### src/hdl/cmfd_pkg.sv
// package: register map, field layout, reset values and command codes of the command-mode block
`default_nettype none
package cmfd_pkg;
    // register byte offsets on the bus
    localparam logic [7:0] OFF_CTRL = 8'h00;
    localparam logic [7:0] OFF_THRESH = 8'h04;
    localparam logic [7:0] OFF_GOOD = 8'h08;
    localparam logic [7:0] OFF_ABORT = 8'h0C;
    localparam logic [7:0] OFF_STATUS = 8'h10;
    localparam logic [7:0] OFF_IRQ_STAT = 8'h14;
    localparam logic [7:0] OFF_IRQ_MASK = 8'h18;
    localparam logic [7:0] OFF_LEVEL = 8'h1C;
    // control register fields
    localparam int CTRL_ECHO_BIT = 0;
    localparam int CTRL_SWFC_BIT = 1;
    localparam int CTRL_INIT_BIT = 2;
    // status register fields
    localparam int STAT_CTS_BIT = 0;
    localparam int STAT_XOFF_BIT = 1;
    localparam int STAT_INIT_BIT = 2;
    // interrupt status fields
    localparam int IRQ_ABORT_BIT = 0;
    localparam int IRQ_GOOD_SAT_BIT = 1;
    localparam int IRQ_OVER_BIT = 2;
    localparam int IRQ_WIDTH = 3;
    // binary command codes
    localparam logic [7:0] CMD_ECHO_OFF = 8'h0A;
    localparam logic [7:0] CMD_ECHO_ON = 8'h0B;
    localparam logic [7:0] CMD_FORCE_INIT = 8'h0D;
    localparam logic [7:0] CMD_SW_FLOW = 8'h07;
    localparam logic [7:0] CMD_THRESH = 8'h24;
    localparam logic [7:0] CMD_GOOD_CNT = 8'h10;
    localparam logic [7:0] CMD_ABORT_CNT = 8'h0F;
    // flow characters and threshold margin
    localparam logic [7:0] CHAR_XON = 8'h11;
    localparam logic [7:0] CHAR_XOFF = 8'h13;
    localparam int THRESH_MARGIN = 'h11;
    // reset values
    localparam logic [15:0] CNT_RESET = 16'h0000;
    localparam logic [15:0] CNT_MAX = 16'hFFFF;
    localparam logic RST_ECHO = 1'b0;
    localparam logic RST_SWFC = 1'b0;
    localparam logic [1:0] HRESP_OKAY = 2'h0;
    localparam logic [1:0] HTRANS_NONSEQ = 2'h2;
    typedef enum logic [1:0] {
        CMFD_FC_RUN = 2'b00,
        CMFD_FC_SEND_XOFF = 2'b01,
        CMFD_FC_PAUSED = 2'b10,
        CMFD_FC_SEND_XON = 2'b11
    } cmfd_fc_t;
endpackage : cmfd_pkg
`default_nettype wire

### src/hdl/cmfd_sat_counter.sv
// saturating 16-bit counter with software load
`default_nettype none
module cmfd_sat_counter #(
    parameter int WIDTH = 16
) (
    // clock and reset
    input wire logic hclk,
    input wire logic hresetn,
    // control
    input wire logic inc,
    input wire logic load,
    input wire logic [WIDTH-1:0] load_value,
    // state
    output logic [WIDTH-1:0] count,
    output logic saturated
);
    import cmfd_pkg::*;
    logic [WIDTH-1:0] next_count;

    initial begin
        if (WIDTH < 1) $error("cmfd_sat_counter: WIDTH must be positive");
    end

    // load wins over counting; held at all ones rather than wrapping
    always_comb begin
        next_count = count;
        if (load) begin
            next_count = load_value;
        end else if (inc && !saturated) begin
            next_count = count + 1'b1;
        end
    end

    // volatile: every reset returns it to zero
    always_ff @(posedge hclk or negedge hresetn) begin
        if (!hresetn) begin
            count <= '0;
        end else begin
            count <= next_count;
        end
    end

    assign saturated = &count;
endmodule : cmfd_sat_counter
`default_nettype wire

### src/hdl/cmfd_core.sv
// command-mode echo, wake-up initializer, flow control and packet counters behind AHB-Lite
`default_nettype none

// Summary of operation
// [RL1] The echo-off command 0x0A stops text-mode echo, and echo is off after reset.
// [RL2] The echo-on command 0x0B sends every text-mode character back to the host; the core drops one arriving while its one-deep slot is full.
// [RL3] A 16-bit host-accessible counter 0x0F counts packets aborted on a receive error.
// [RL4] The abort counter is cleared on every reset and is held only in volatile flops.
// [RL5] Command 0x0D arms a wake-up initializer for the next transmission without a save.
// [RL6] Setting 0x07 enables software flow control with 1, disables with 0, default 0.
// [RL7] With software flow control, 0x11 resumes and 0x13 pauses the sender.
// [RL8] The device drives clear-to-send to say when the host may send data.
// [RL9] At the threshold fill level clear-to-send drops, or XOFF is sent under software flow; the core drops clear-to-send in both modes.
// [RL10] The threshold accepts 0 up to buffer size minus 0x11 and defaults to that maximum.
// [RL11] A 16-bit host-accessible counter 0x10 counts good packets, default zero.
// [RL12] The good counter is cleared on every reset and is held only in volatile flops.
// [RL13] The good counter saturates at 0xFFFF until written or reset.
module cmfd_core
    import cmfd_pkg::*;
#(
    parameter int BUF_SIZE = 256
) (
    // clock and reset
    input wire logic hclk,
    input wire logic hresetn,
    // ahb-lite slave
    input wire logic hsel,
    input wire logic [7:0] haddr,
    input wire logic [1:0] htrans,
    input wire logic hwrite,
    input wire logic [2:0] hsize,
    input wire logic [31:0] hwdata,
    input wire logic hready,
    output logic [31:0] hrdata,
    output logic hreadyout,
    output logic [1:0] hresp,
    // binary command port from the host parser
    input wire logic cmd_valid,
    input wire logic [7:0] cmd_code,
    input wire logic [15:0] cmd_param,
    input wire logic cmd_write,
    // text command mode characters
    input wire logic text_mode,
    input wire logic text_char_valid,
    input wire logic [7:0] text_char,
    // serial input buffer fill level
    input wire logic [15:0] rx_buf_level,
    // radio packet events
    input wire logic pkt_good,
    input wire logic pkt_abort,
    input wire logic tx_start,
    // serial output byte stream
    output logic tx_byte_valid,
    output logic [7:0] tx_byte,
    input wire logic tx_byte_ready,
    // flow control and radio
    output logic clear_to_send_pin,
    output logic send_initializer,
    // interrupt
    output logic irq
);
    import cmfd_pkg::*;

    localparam logic [15:0] THRESH_MAX = 16'(BUF_SIZE - THRESH_MARGIN);

    initial begin
        if (BUF_SIZE <= THRESH_MARGIN || BUF_SIZE > 65535) $error("cmfd_core: BUF_SIZE out of range");
    end

    ////////////////////////////////////////////////////////////////////////
    // bus address phase capture
    logic wr_pend, next_wr_pend;
    logic [7:0] wr_addr, next_wr_addr;
    logic addr_ok;
    assign addr_ok = hsel && hready && htrans == HTRANS_NONSEQ;

    // write data arrives one cycle after the address, so the address is held
    always_comb begin
        next_wr_pend = addr_ok && hwrite;
        next_wr_addr = addr_ok ? haddr : wr_addr;
    end

    always_ff @(posedge hclk or negedge hresetn) begin
        if (!hresetn) begin
            wr_pend <= 1'b0;
            wr_addr <= 8'h00;
        end else begin
            wr_pend <= next_wr_pend;
            wr_addr <= next_wr_addr;
        end
    end

    // zero wait states, always okay
    assign hreadyout = 1'b1;
    assign hresp = HRESP_OKAY;

    logic bus_wr;
    assign bus_wr = wr_pend;

    ////////////////////////////////////////////////////////////////////////
    // configuration state
    logic echo_en, next_echo_en;
    logic sw_flow_enable, next_sw_flow_enable;
    logic init_armed, next_init_armed;
    logic [15:0] flow_threshold, next_flow_threshold;
    logic [IRQ_WIDTH-1:0] irq_mask, next_irq_mask;
    logic [15:0] new_thresh;
    logic thresh_wr;

    // binary commands and bus writes; a command wins if both land together
    always_comb begin
        next_echo_en = echo_en;
        next_sw_flow_enable = sw_flow_enable;
        next_init_armed = init_armed;
        next_flow_threshold = flow_threshold;
        next_irq_mask = irq_mask;
        new_thresh = flow_threshold;
        thresh_wr = 1'b0;
        // a transmission uses up the arming; arming in the same cycle wins
        if (tx_start) next_init_armed = 1'b0; // [RL5]
        if (bus_wr && wr_addr == OFF_CTRL) begin
            next_echo_en = hwdata[CTRL_ECHO_BIT];
            next_sw_flow_enable = hwdata[CTRL_SWFC_BIT];
            if (hwdata[CTRL_INIT_BIT]) next_init_armed = 1'b1;
        end
        if (bus_wr && wr_addr == OFF_THRESH) begin
            new_thresh = hwdata[15:0];
            thresh_wr = 1'b1;
        end
        if (bus_wr && wr_addr == OFF_IRQ_MASK) next_irq_mask = hwdata[IRQ_WIDTH-1:0];
        if (cmd_valid) begin
            case (cmd_code)
                CMD_ECHO_OFF: next_echo_en = 1'b0; // [RL1]
                CMD_ECHO_ON: next_echo_en = 1'b1; // [RL2]
                CMD_FORCE_INIT: next_init_armed = 1'b1; // [RL5]
                CMD_SW_FLOW: begin
                    if (cmd_write && cmd_param <= 16'h0001) next_sw_flow_enable = cmd_param[0]; // [RL6]
                end
                CMD_THRESH: begin
                    if (cmd_write) begin
                        new_thresh = cmd_param;
                        thresh_wr = 1'b1;
                    end
                end
                default: ;
            endcase
        end
        // values above the limit are refused and the old threshold stays
        if (thresh_wr && new_thresh <= THRESH_MAX) next_flow_threshold = new_thresh; // [RL10]
    end

    always_ff @(posedge hclk or negedge hresetn) begin
        if (!hresetn) begin
            echo_en <= RST_ECHO; // [RL1]
            sw_flow_enable <= RST_SWFC; // [RL6]
            init_armed <= 1'b0;
            flow_threshold <= THRESH_MAX; // [RL10]
            irq_mask <= '0;
        end else begin
            echo_en <= next_echo_en;
            sw_flow_enable <= next_sw_flow_enable;
            init_armed <= next_init_armed;
            flow_threshold <= next_flow_threshold;
            irq_mask <= next_irq_mask;
        end
    end

    // initializer is flagged alongside the transmission that uses it
    assign send_initializer = tx_start && init_armed; // [RL5]

    ////////////////////////////////////////////////////////////////////////
    // packet counters
    logic [15:0] good_count, abort_count;
    logic good_sat, abort_sat;
    logic good_load, abort_load;
    logic [15:0] good_val, abort_val;

    // host sets by command or by bus write
    always_comb begin
        good_load = 1'b0;
        abort_load = 1'b0;
        good_val = cmd_param;
        abort_val = cmd_param;
        if (cmd_valid && cmd_write && cmd_code == CMD_GOOD_CNT) begin
            good_load = 1'b1; // [RL11]
        end else if (bus_wr && wr_addr == OFF_GOOD) begin
            good_load = 1'b1;
            good_val = hwdata[15:0];
        end
        if (cmd_valid && cmd_write && cmd_code == CMD_ABORT_CNT) begin
            abort_load = 1'b1; // [RL3]
        end else if (bus_wr && wr_addr == OFF_ABORT) begin
            abort_load = 1'b1;
            abort_val = hwdata[15:0];
        end
    end

    cmfd_sat_counter #(.WIDTH(16)) u_good (
        .hclk(hclk),
        .hresetn(hresetn),
        .inc(pkt_good),
        .load(good_load),
        .load_value(good_val),
        .count(good_count),
        .saturated(good_sat)
    ); // [RL11] [RL12] [RL13]

    // abort count also stops at full scale; range is 0..0xFFFF
    cmfd_sat_counter #(.WIDTH(16)) u_abort (
        .hclk(hclk),
        .hresetn(hresetn),
        .inc(pkt_abort),
        .load(abort_load),
        .load_value(abort_val),
        .count(abort_count),
        .saturated(abort_sat)
    ); // [RL3] [RL4]

    ////////////////////////////////////////////////////////////////////////
    // flow control: cts level and xon/xoff sequencing
    cmfd_fc_t fc_state, next_fc_state;
    logic over;
    logic fc_byte_req;
    logic [7:0] fc_byte;
    assign over = rx_buf_level >= flow_threshold; // [RL9]

    always_comb begin
        next_fc_state = fc_state;
        fc_byte_req = 1'b0;
        fc_byte = CHAR_XOFF;
        case (fc_state)
            CMFD_FC_RUN: begin
                if (over && sw_flow_enable) next_fc_state = CMFD_FC_SEND_XOFF; // [RL9]
            end
            CMFD_FC_SEND_XOFF: begin
                fc_byte_req = 1'b1;
                fc_byte = CHAR_XOFF; // [RL7]
                if (tx_byte_ready) next_fc_state = CMFD_FC_PAUSED;
            end
            CMFD_FC_PAUSED: begin
                if (!over || !sw_flow_enable) next_fc_state = CMFD_FC_SEND_XON;
            end
            CMFD_FC_SEND_XON: begin
                fc_byte_req = 1'b1;
                fc_byte = CHAR_XON; // [RL7]
                if (tx_byte_ready) next_fc_state = CMFD_FC_RUN;
            end
            default: next_fc_state = CMFD_FC_RUN;
        endcase
    end

    always_ff @(posedge hclk or negedge hresetn) begin
        if (!hresetn) begin
            fc_state <= CMFD_FC_RUN;
        end else begin
            fc_state <= next_fc_state;
        end
    end

    // hardware flow stays in force alongside software flow
    logic cts, next_cts;
    always_comb next_cts = !over; // [RL8] [RL9]

    always_ff @(posedge hclk or negedge hresetn) begin
        if (!hresetn) begin
            cts <= 1'b1;
        end else begin
            cts <= next_cts;
        end
    end

    assign clear_to_send_pin = cts; // [RL8]

    ////////////////////////////////////////////////////////////////////////
    // echo of text command characters, flow characters take priority
    logic echo_pend, next_echo_pend;
    logic [7:0] echo_char, next_echo_char;

    // one-deep holding slot; a character arriving while full is dropped
    always_comb begin
        next_echo_pend = echo_pend;
        next_echo_char = echo_char;
        if (echo_pend && !fc_byte_req && tx_byte_ready) next_echo_pend = 1'b0;
        if (text_mode && text_char_valid && echo_en && !next_echo_pend) begin
            next_echo_pend = 1'b1; // [RL2]
            next_echo_char = text_char;
        end
    end

    always_ff @(posedge hclk or negedge hresetn) begin
        if (!hresetn) begin
            echo_pend <= 1'b0;
            echo_char <= 8'h00;
        end else begin
            echo_pend <= next_echo_pend;
            echo_char <= next_echo_char;
        end
    end

    assign tx_byte_valid = fc_byte_req || echo_pend;
    assign tx_byte = fc_byte_req ? fc_byte : echo_char;

    ////////////////////////////////////////////////////////////////////////
    // interrupt status, write one to clear, set wins
    logic [IRQ_WIDTH-1:0] irq_stat, next_irq_stat, irq_evt;
    always_comb begin
        irq_evt = '0;
        irq_evt[IRQ_ABORT_BIT] = pkt_abort;
        irq_evt[IRQ_GOOD_SAT_BIT] = pkt_good && good_sat;
        irq_evt[IRQ_OVER_BIT] = over && cts;
        next_irq_stat = irq_stat;
        if (bus_wr && wr_addr == OFF_IRQ_STAT) next_irq_stat = irq_stat & ~hwdata[IRQ_WIDTH-1:0];
        next_irq_stat = next_irq_stat | irq_evt;
    end

    always_ff @(posedge hclk or negedge hresetn) begin
        if (!hresetn) begin
            irq_stat <= '0;
        end else begin
            irq_stat <= next_irq_stat;
        end
    end

    assign irq = |(irq_stat & irq_mask);

    ////////////////////////////////////////////////////////////////////////
    // read data, registered in the data phase
    logic [31:0] next_hrdata;
    always_comb begin
        next_hrdata = 32'h0000_0000;
        if (addr_ok && !hwrite) begin
            case (haddr)
                OFF_CTRL: begin
                    next_hrdata[CTRL_ECHO_BIT] = echo_en;
                    next_hrdata[CTRL_SWFC_BIT] = sw_flow_enable;
                    next_hrdata[CTRL_INIT_BIT] = init_armed;
                end
                OFF_THRESH: next_hrdata[15:0] = flow_threshold;
                OFF_GOOD: next_hrdata[15:0] = good_count;
                OFF_ABORT: next_hrdata[15:0] = abort_count;
                OFF_STATUS: begin
                    next_hrdata[STAT_CTS_BIT] = cts;
                    next_hrdata[STAT_XOFF_BIT] = fc_state == CMFD_FC_PAUSED;
                    next_hrdata[STAT_INIT_BIT] = init_armed;
                end
                OFF_IRQ_STAT: next_hrdata[IRQ_WIDTH-1:0] = irq_stat;
                OFF_IRQ_MASK: next_hrdata[IRQ_WIDTH-1:0] = irq_mask;
                OFF_LEVEL: next_hrdata[15:0] = rx_buf_level;
                default: next_hrdata = 32'h0000_0000;
            endcase
        end
    end

    always_ff @(posedge hclk or negedge hresetn) begin
        if (!hresetn) begin
            hrdata <= 32'h0000_0000;
        end else begin
            hrdata <= next_hrdata;
        end
    end

    ////////////////////////////////////////////////////////////////////////
    // checks
    a_echo_off_cmd: assert property (@(posedge hclk) disable iff (!hresetn) // [RL1]
        cmd_valid && cmd_code == CMD_ECHO_OFF |=> !echo_en) else $error("echo still on");
    a_echo_char_out: assert property (@(posedge hclk) disable iff (!hresetn) // [RL2]
        text_mode && text_char_valid && echo_en && !echo_pend |=> echo_pend && echo_char == $past(text_char))
        else $error("character not echoed");
    a_abort_count_up: assert property (@(posedge hclk) disable iff (!hresetn) // [RL3]
        pkt_abort && !abort_load && abort_count != CNT_MAX |=> abort_count == $past(abort_count) + 16'h0001)
        else $error("abort count missed");
    a_init_armed: assert property (@(posedge hclk) disable iff (!hresetn) // [RL5]
        cmd_valid && cmd_code == CMD_FORCE_INIT |=> init_armed)
        else $error("initializer not armed");
    a_xoff_sent: assert property (@(posedge hclk) disable iff (!hresetn) // [RL7]
        fc_state == CMFD_FC_SEND_XOFF |-> tx_byte_valid && tx_byte == CHAR_XOFF) else $error("bad xoff");
    a_cts_drops: assert property (@(posedge hclk) disable iff (!hresetn) // [RL9]
        rx_buf_level >= flow_threshold |=> !clear_to_send_pin) else $error("cts not dropped");
    a_thresh_limit: assert property (@(posedge hclk) disable iff (!hresetn) // [RL10]
        flow_threshold <= THRESH_MAX) else $error("threshold above limit");
    a_good_sat_hold: assert property (@(posedge hclk) disable iff (!hresetn) // [RL13]
        good_count == CNT_MAX && !good_load |=> good_count == CNT_MAX) else $error("good count wrapped");
    a_good_count_up: assert property (@(posedge hclk) disable iff (!hresetn) // [RL11]
        pkt_good && !good_load && !good_sat |=> good_count == $past(good_count) + 16'h0001)
        else $error("good count missed");
endmodule : cmfd_core
`default_nettype wire

### config.mk
export PLATFORM = sky130hd
export DESIGN_NAME = cmfd_core
export DESIGN_NICKNAME = d
export VERILOG_FILES = /design/src/hdl/cmfd_pkg.sv /design/src/hdl/cmfd_sat_counter.sv /design/src/hdl/cmfd_core.sv
export SDC_FILE = /design/constraint.sdc
export NUM_CORES = 1
export LEC_CHECK = 0
export ABC_CLOCK_PERIOD_IN_PS = 4200
export BUFFER_PORTS_ARGS = -buffer_cell sky130_fd_sc_hd__buf_2
export CORE_MARGIN = 2
export CORE_UTILIZATION = 40
export DETAILED_ROUTE_END_ITERATION = 8
export GPL_TIMING_DRIVEN = 1
export PLACE_DENSITY = 0.62
export RECOVER_POWER = 25
export REMOVE_ABC_BUFFERS = 1
export SLEW_MARGIN = 20
export SYNTH_ARGS = -nofsm -noshare
export SYNTH_HDL_FRONTEND = slang
export SYNTH_SLANG_ARGS = --single-unit
### constraint.sdc
create_clock -name hclk -period 4.2 [get_ports hclk]
set_input_delay 0.21 -clock hclk [delete_from_list [all_inputs] [get_ports hclk]]
set_output_delay 0.21 -clock hclk [all_outputs]
set_load 0.02 [all_outputs]
==> metrics.md <==
| Metric | Value |
|---|---|
| Initial core utilization | `41.0%` |
| Critical Path Sink Type | `flop` |
| Synth-to-Final Area Change | `16.0%` |
| Fin. max-slew vios | `0` |
| Total track usage | `22.9%` |
| GP Congestion | `0.912` |
| Skew-Pair Late Insertion Delay | `0.35 ns` |
| Share of power burned in combinational logic | `27.1%` |
| Pwr/cell area | `roughly 420 nW/um^2` |
| WP data arrival | `2.97 ns` |
| NumNets Final | `880` |
| Diodes inserted | `0` |
| Site Rows | `44` |
| Yosys reg bits | `94` |
| Initial DRC Count | `509` |
| Period utilization | `64.3%` |
| Clock slew at reported path FFs | `0.06 ns` |
| RSZ-0062 raised after global routing | `no` |
| # DRC | `0` |
| Core ar. | `14600 sq um` |
| Top cells by area, synth | `dfrtp_1 36%, ha_1 4.6%, a22oi_1 4.4%` |
| Clock Path Buffers | `2` |
| Max Cap Viol | `0` |
| Layout cells sized above 1 | `around a quarter` |
| GRT Residual Overflow | `0` |
| Final Skew | `0.00755 ns` |
| Internal power | `1.93 mW` |
| Leakage dissipation | `3.10 nW` |
| Post-synth top cells | `86 x dfrtp_1, 55 x nand2_1, 48 x a21oi_1` |
| First-pass GRT wire length | `28900 um` |
| Initial antenna violation count | `0` |
| Shortest period the worst path allows | `2.70 ns` |
| Status | `completed` |
| Worst Setup Start Kind | `flop` |
| Vias in the first global route | `5393` |
| Post-synth top area cell | `dfrtp_1` |
| Seq pwr share | `43.4%` |
| Final ANT Viol Nets | `0` |
| Top_reg_cell synth | `dfrtp_1` |
| Peak fanout along the critical path | `16` |
| Post CTS Setup Buffer Count | `0` |
| Sequential fraction of the synthesis area | `39.5%` |
| Worst slew margin | `27.1%` |
| Clock sinks | `94` |
| Die Area | `15900 sq um` |
| Top-count cell post-synth | `dfrtp_1` |
| TritonCTS clock tree | `done` |
| Buffers added on ports | `114` |
| Clock power frac | `29.5%` |
| Fmax | `between 300 and 400 MHz` |
| CTS H-Tree Depth | `3` |
| Total negative setup slack | `0 ns` |
| Dpl cells | `924` |
| Pre-antenna DRT Iters | `5` |
| Final hold vios | `0` |
| Worst Max-Slew Pin Slew | `between 1 and 1.5 ns` |
| DR vias | `5463` |
| Drt wl/cell | `approximately 19 um` |
| Sw Pwr | `~0.98 mW` |
| Worst vdd ir | `between 200 and 250 uV` |
| Post-synth EDFFs | `0` |
| Die span in y | `roughly 130 um` |
| Final setup viols | `0` |
| Ys async rst share | `100%` |
| IO Count | `about 150` |
| CP required | `approximately 4.5 ns` |
| Final std cells w/o fill | `940` |
| Die Width | `126 um` |
| Syn avg cell area | `9.17 sq um` |
| Largest net degree at the start of global routing | `53` |
| Total clock buffers created by CTS | `9` |
| Final hold slack | `~0.08 ns` |
| Clock root buffer master | `clkbuf_16` |
| DP HPWL | `13800 um` |
| Vias per cell | `5.81` |
| Cells after Synth | `around 650` |
| Distinct cells, synth | `70` |
| Hold/Removal Path Class | `in -> reg` |
| Routed WL | `~18000 um` |
| Synthesized cell area | `5980 sq um` |
| CP Class | `reg -> reg` |
| Share of the synthesized area in the top cell type | `36.0%` |
| Yosys warns | `0` |
| Switch share | `between 30% and 40%` |
## stage by stage
stage                     cell area, sq um  total power, mW  utilization, %  setup WS, ns
final                                 6930             2.91            47.5          1.50
after global routing                  6930             3.10            47.5          1.35
after CTS                             6930             2.92            47.5          1.52
after detailed placement              6610             2.06            45.3          1.43
after global placement                6610             2.04            45.3          1.48
after floorplan                       5760             1.76               -          1.32
## routing by layer
| metal | share of wire [%] | GRT usage (%) | vias to the layer above |
|---|---|---|---|
| met3 | 7.1 | 3.36 | 21 |
| met4 | 1.8 | 7.37 | 0 |
| met1 | 44 | 32.3 | 2631 |
| met5 | 0 | 0 | - |
| li1 | - | - | 2586 |
| met2 | 47 | 36.4 | 225 |
## sequential cells by signal, summed over array words and instances (netlist names), 2 cells and up
name,count
echo_char,8
fc_state,2
flow_threshold,16
hrdata,16
irq_mask,3
irq_stat,3
u_abort.count,16
u_good.count,16
wr_addr,8
## what timing repair did
action                                  4_1_cts  5_1_grt
hold endpoints to repair                     43        0
endpoints found under the setup margin        0        0
gates resized for setup                       0        0
hold buffers                                  1        0
## final timing paths
check | start | end | slack, ns | depth (start not counted)
worst max-delay path | wr_addr[1] | flow_threshold[4] | 1.50 | 6
worst min-delay path | hwrite | bus_wr | 0.08 | 3
worst max register to register | wr_addr[1] | flow_threshold[4] | 1.50 | 6
worst min register to register | echo_pend | echo_pend | 0.50 | 2
max in group asynchronous | hresetn | flow_threshold[15] | 2.73 | 3
min in group asynchronous | hresetn | echo_en | 0.44 | 2
## layout make-up
type | count | area, sq um
fill | 1404 | 7650
multi-input combinational | 496 | 3300
sequential | 94 | 2360
timing repair buffer | 120 | 621
clock buffer | 12 | 267
tap | 184 | 230
inverter | 31 | 116
clock inverter | 3 | 42.5
## placed cells by master (no fill, tap or decap), drive strengths merged, types with 3 or more instances in the layout
master / synthesis / routed
o211ai: 3 / 3
a22oi: 36 / 36
nand2: 55 / 55
o22ai: 5 / 5
a21oi: 50 / 50
nand2b: 6 / 6
o221ai: 4 / 4
ha: 22 / 22
a21o: 3 / 3
o21ai: 31 / 31
or4: 7 / 7
and2: 11 / 11
a221oi: 3 / 3
a211oi: 6 / 6
dfstp: 8 / 8
nor3: 21 / 21
clkbuf: 22 / 12
dfrtp: 86 / 86
nor2: 46 / 46
mux2: 19 / 19
nor4: 6 / 6
or3: 13 / 13
nor2b: 3 / 3
xnor2: 10 / 10
a222oi: 3 / 3
buf: 26 / 119
inv: 31 / 31
and3: 10 / 10
mux2i: 15 / 15
o21a: 5 / 5
a2bb2oi: 3 / 3
and4: 9 / 9
conb: 2 / 19
xor2: 4 / 4
a31oi: 3 / 3
nand3: 19 / 19
nand4: 17 / 17
## worst max-delay path, cell delays in order (launching register included)
cell and delay [ns]:
dfrtp_1 0.37, or4_4 0.58, or3_4 0.38, nor3_4 0.25
and3_1 0.25, or2_1 0.54, mux2i_1 0.25
## power by group through the flow
stage          registers (mW)  clock network [mW]  logic, mW
2_1_floorplan            1.20                   0      0.561
3_3_place_gp             1.26                   0      0.773
3_5_place_dp             1.27                   0      0.789
4_1_cts                  1.26               0.869      0.795
5_1_grt                  1.29               0.916      0.893
6_report                 1.27               0.858      0.791
## cells by family after synthesis
| group | after synthesis | synth area share [%] |
|---|---|---|
| flip-flops | 94 | 39.5 |
| other | 2 | 0.126 |
| AND/OR/NAND/NOR | 230 | 20.7 |
| AO/OA/AOI/OAI | 175 | 19.5 |
| multiplexers | 36 | 6.84 |
| buffers and inverters | 79 | 6.67 |
| adder cells (fa/ha/maj) | 22 | 4.60 |
| XOR/XNOR | 14 | 2.05 |
(Power assumes the default switching activity.)
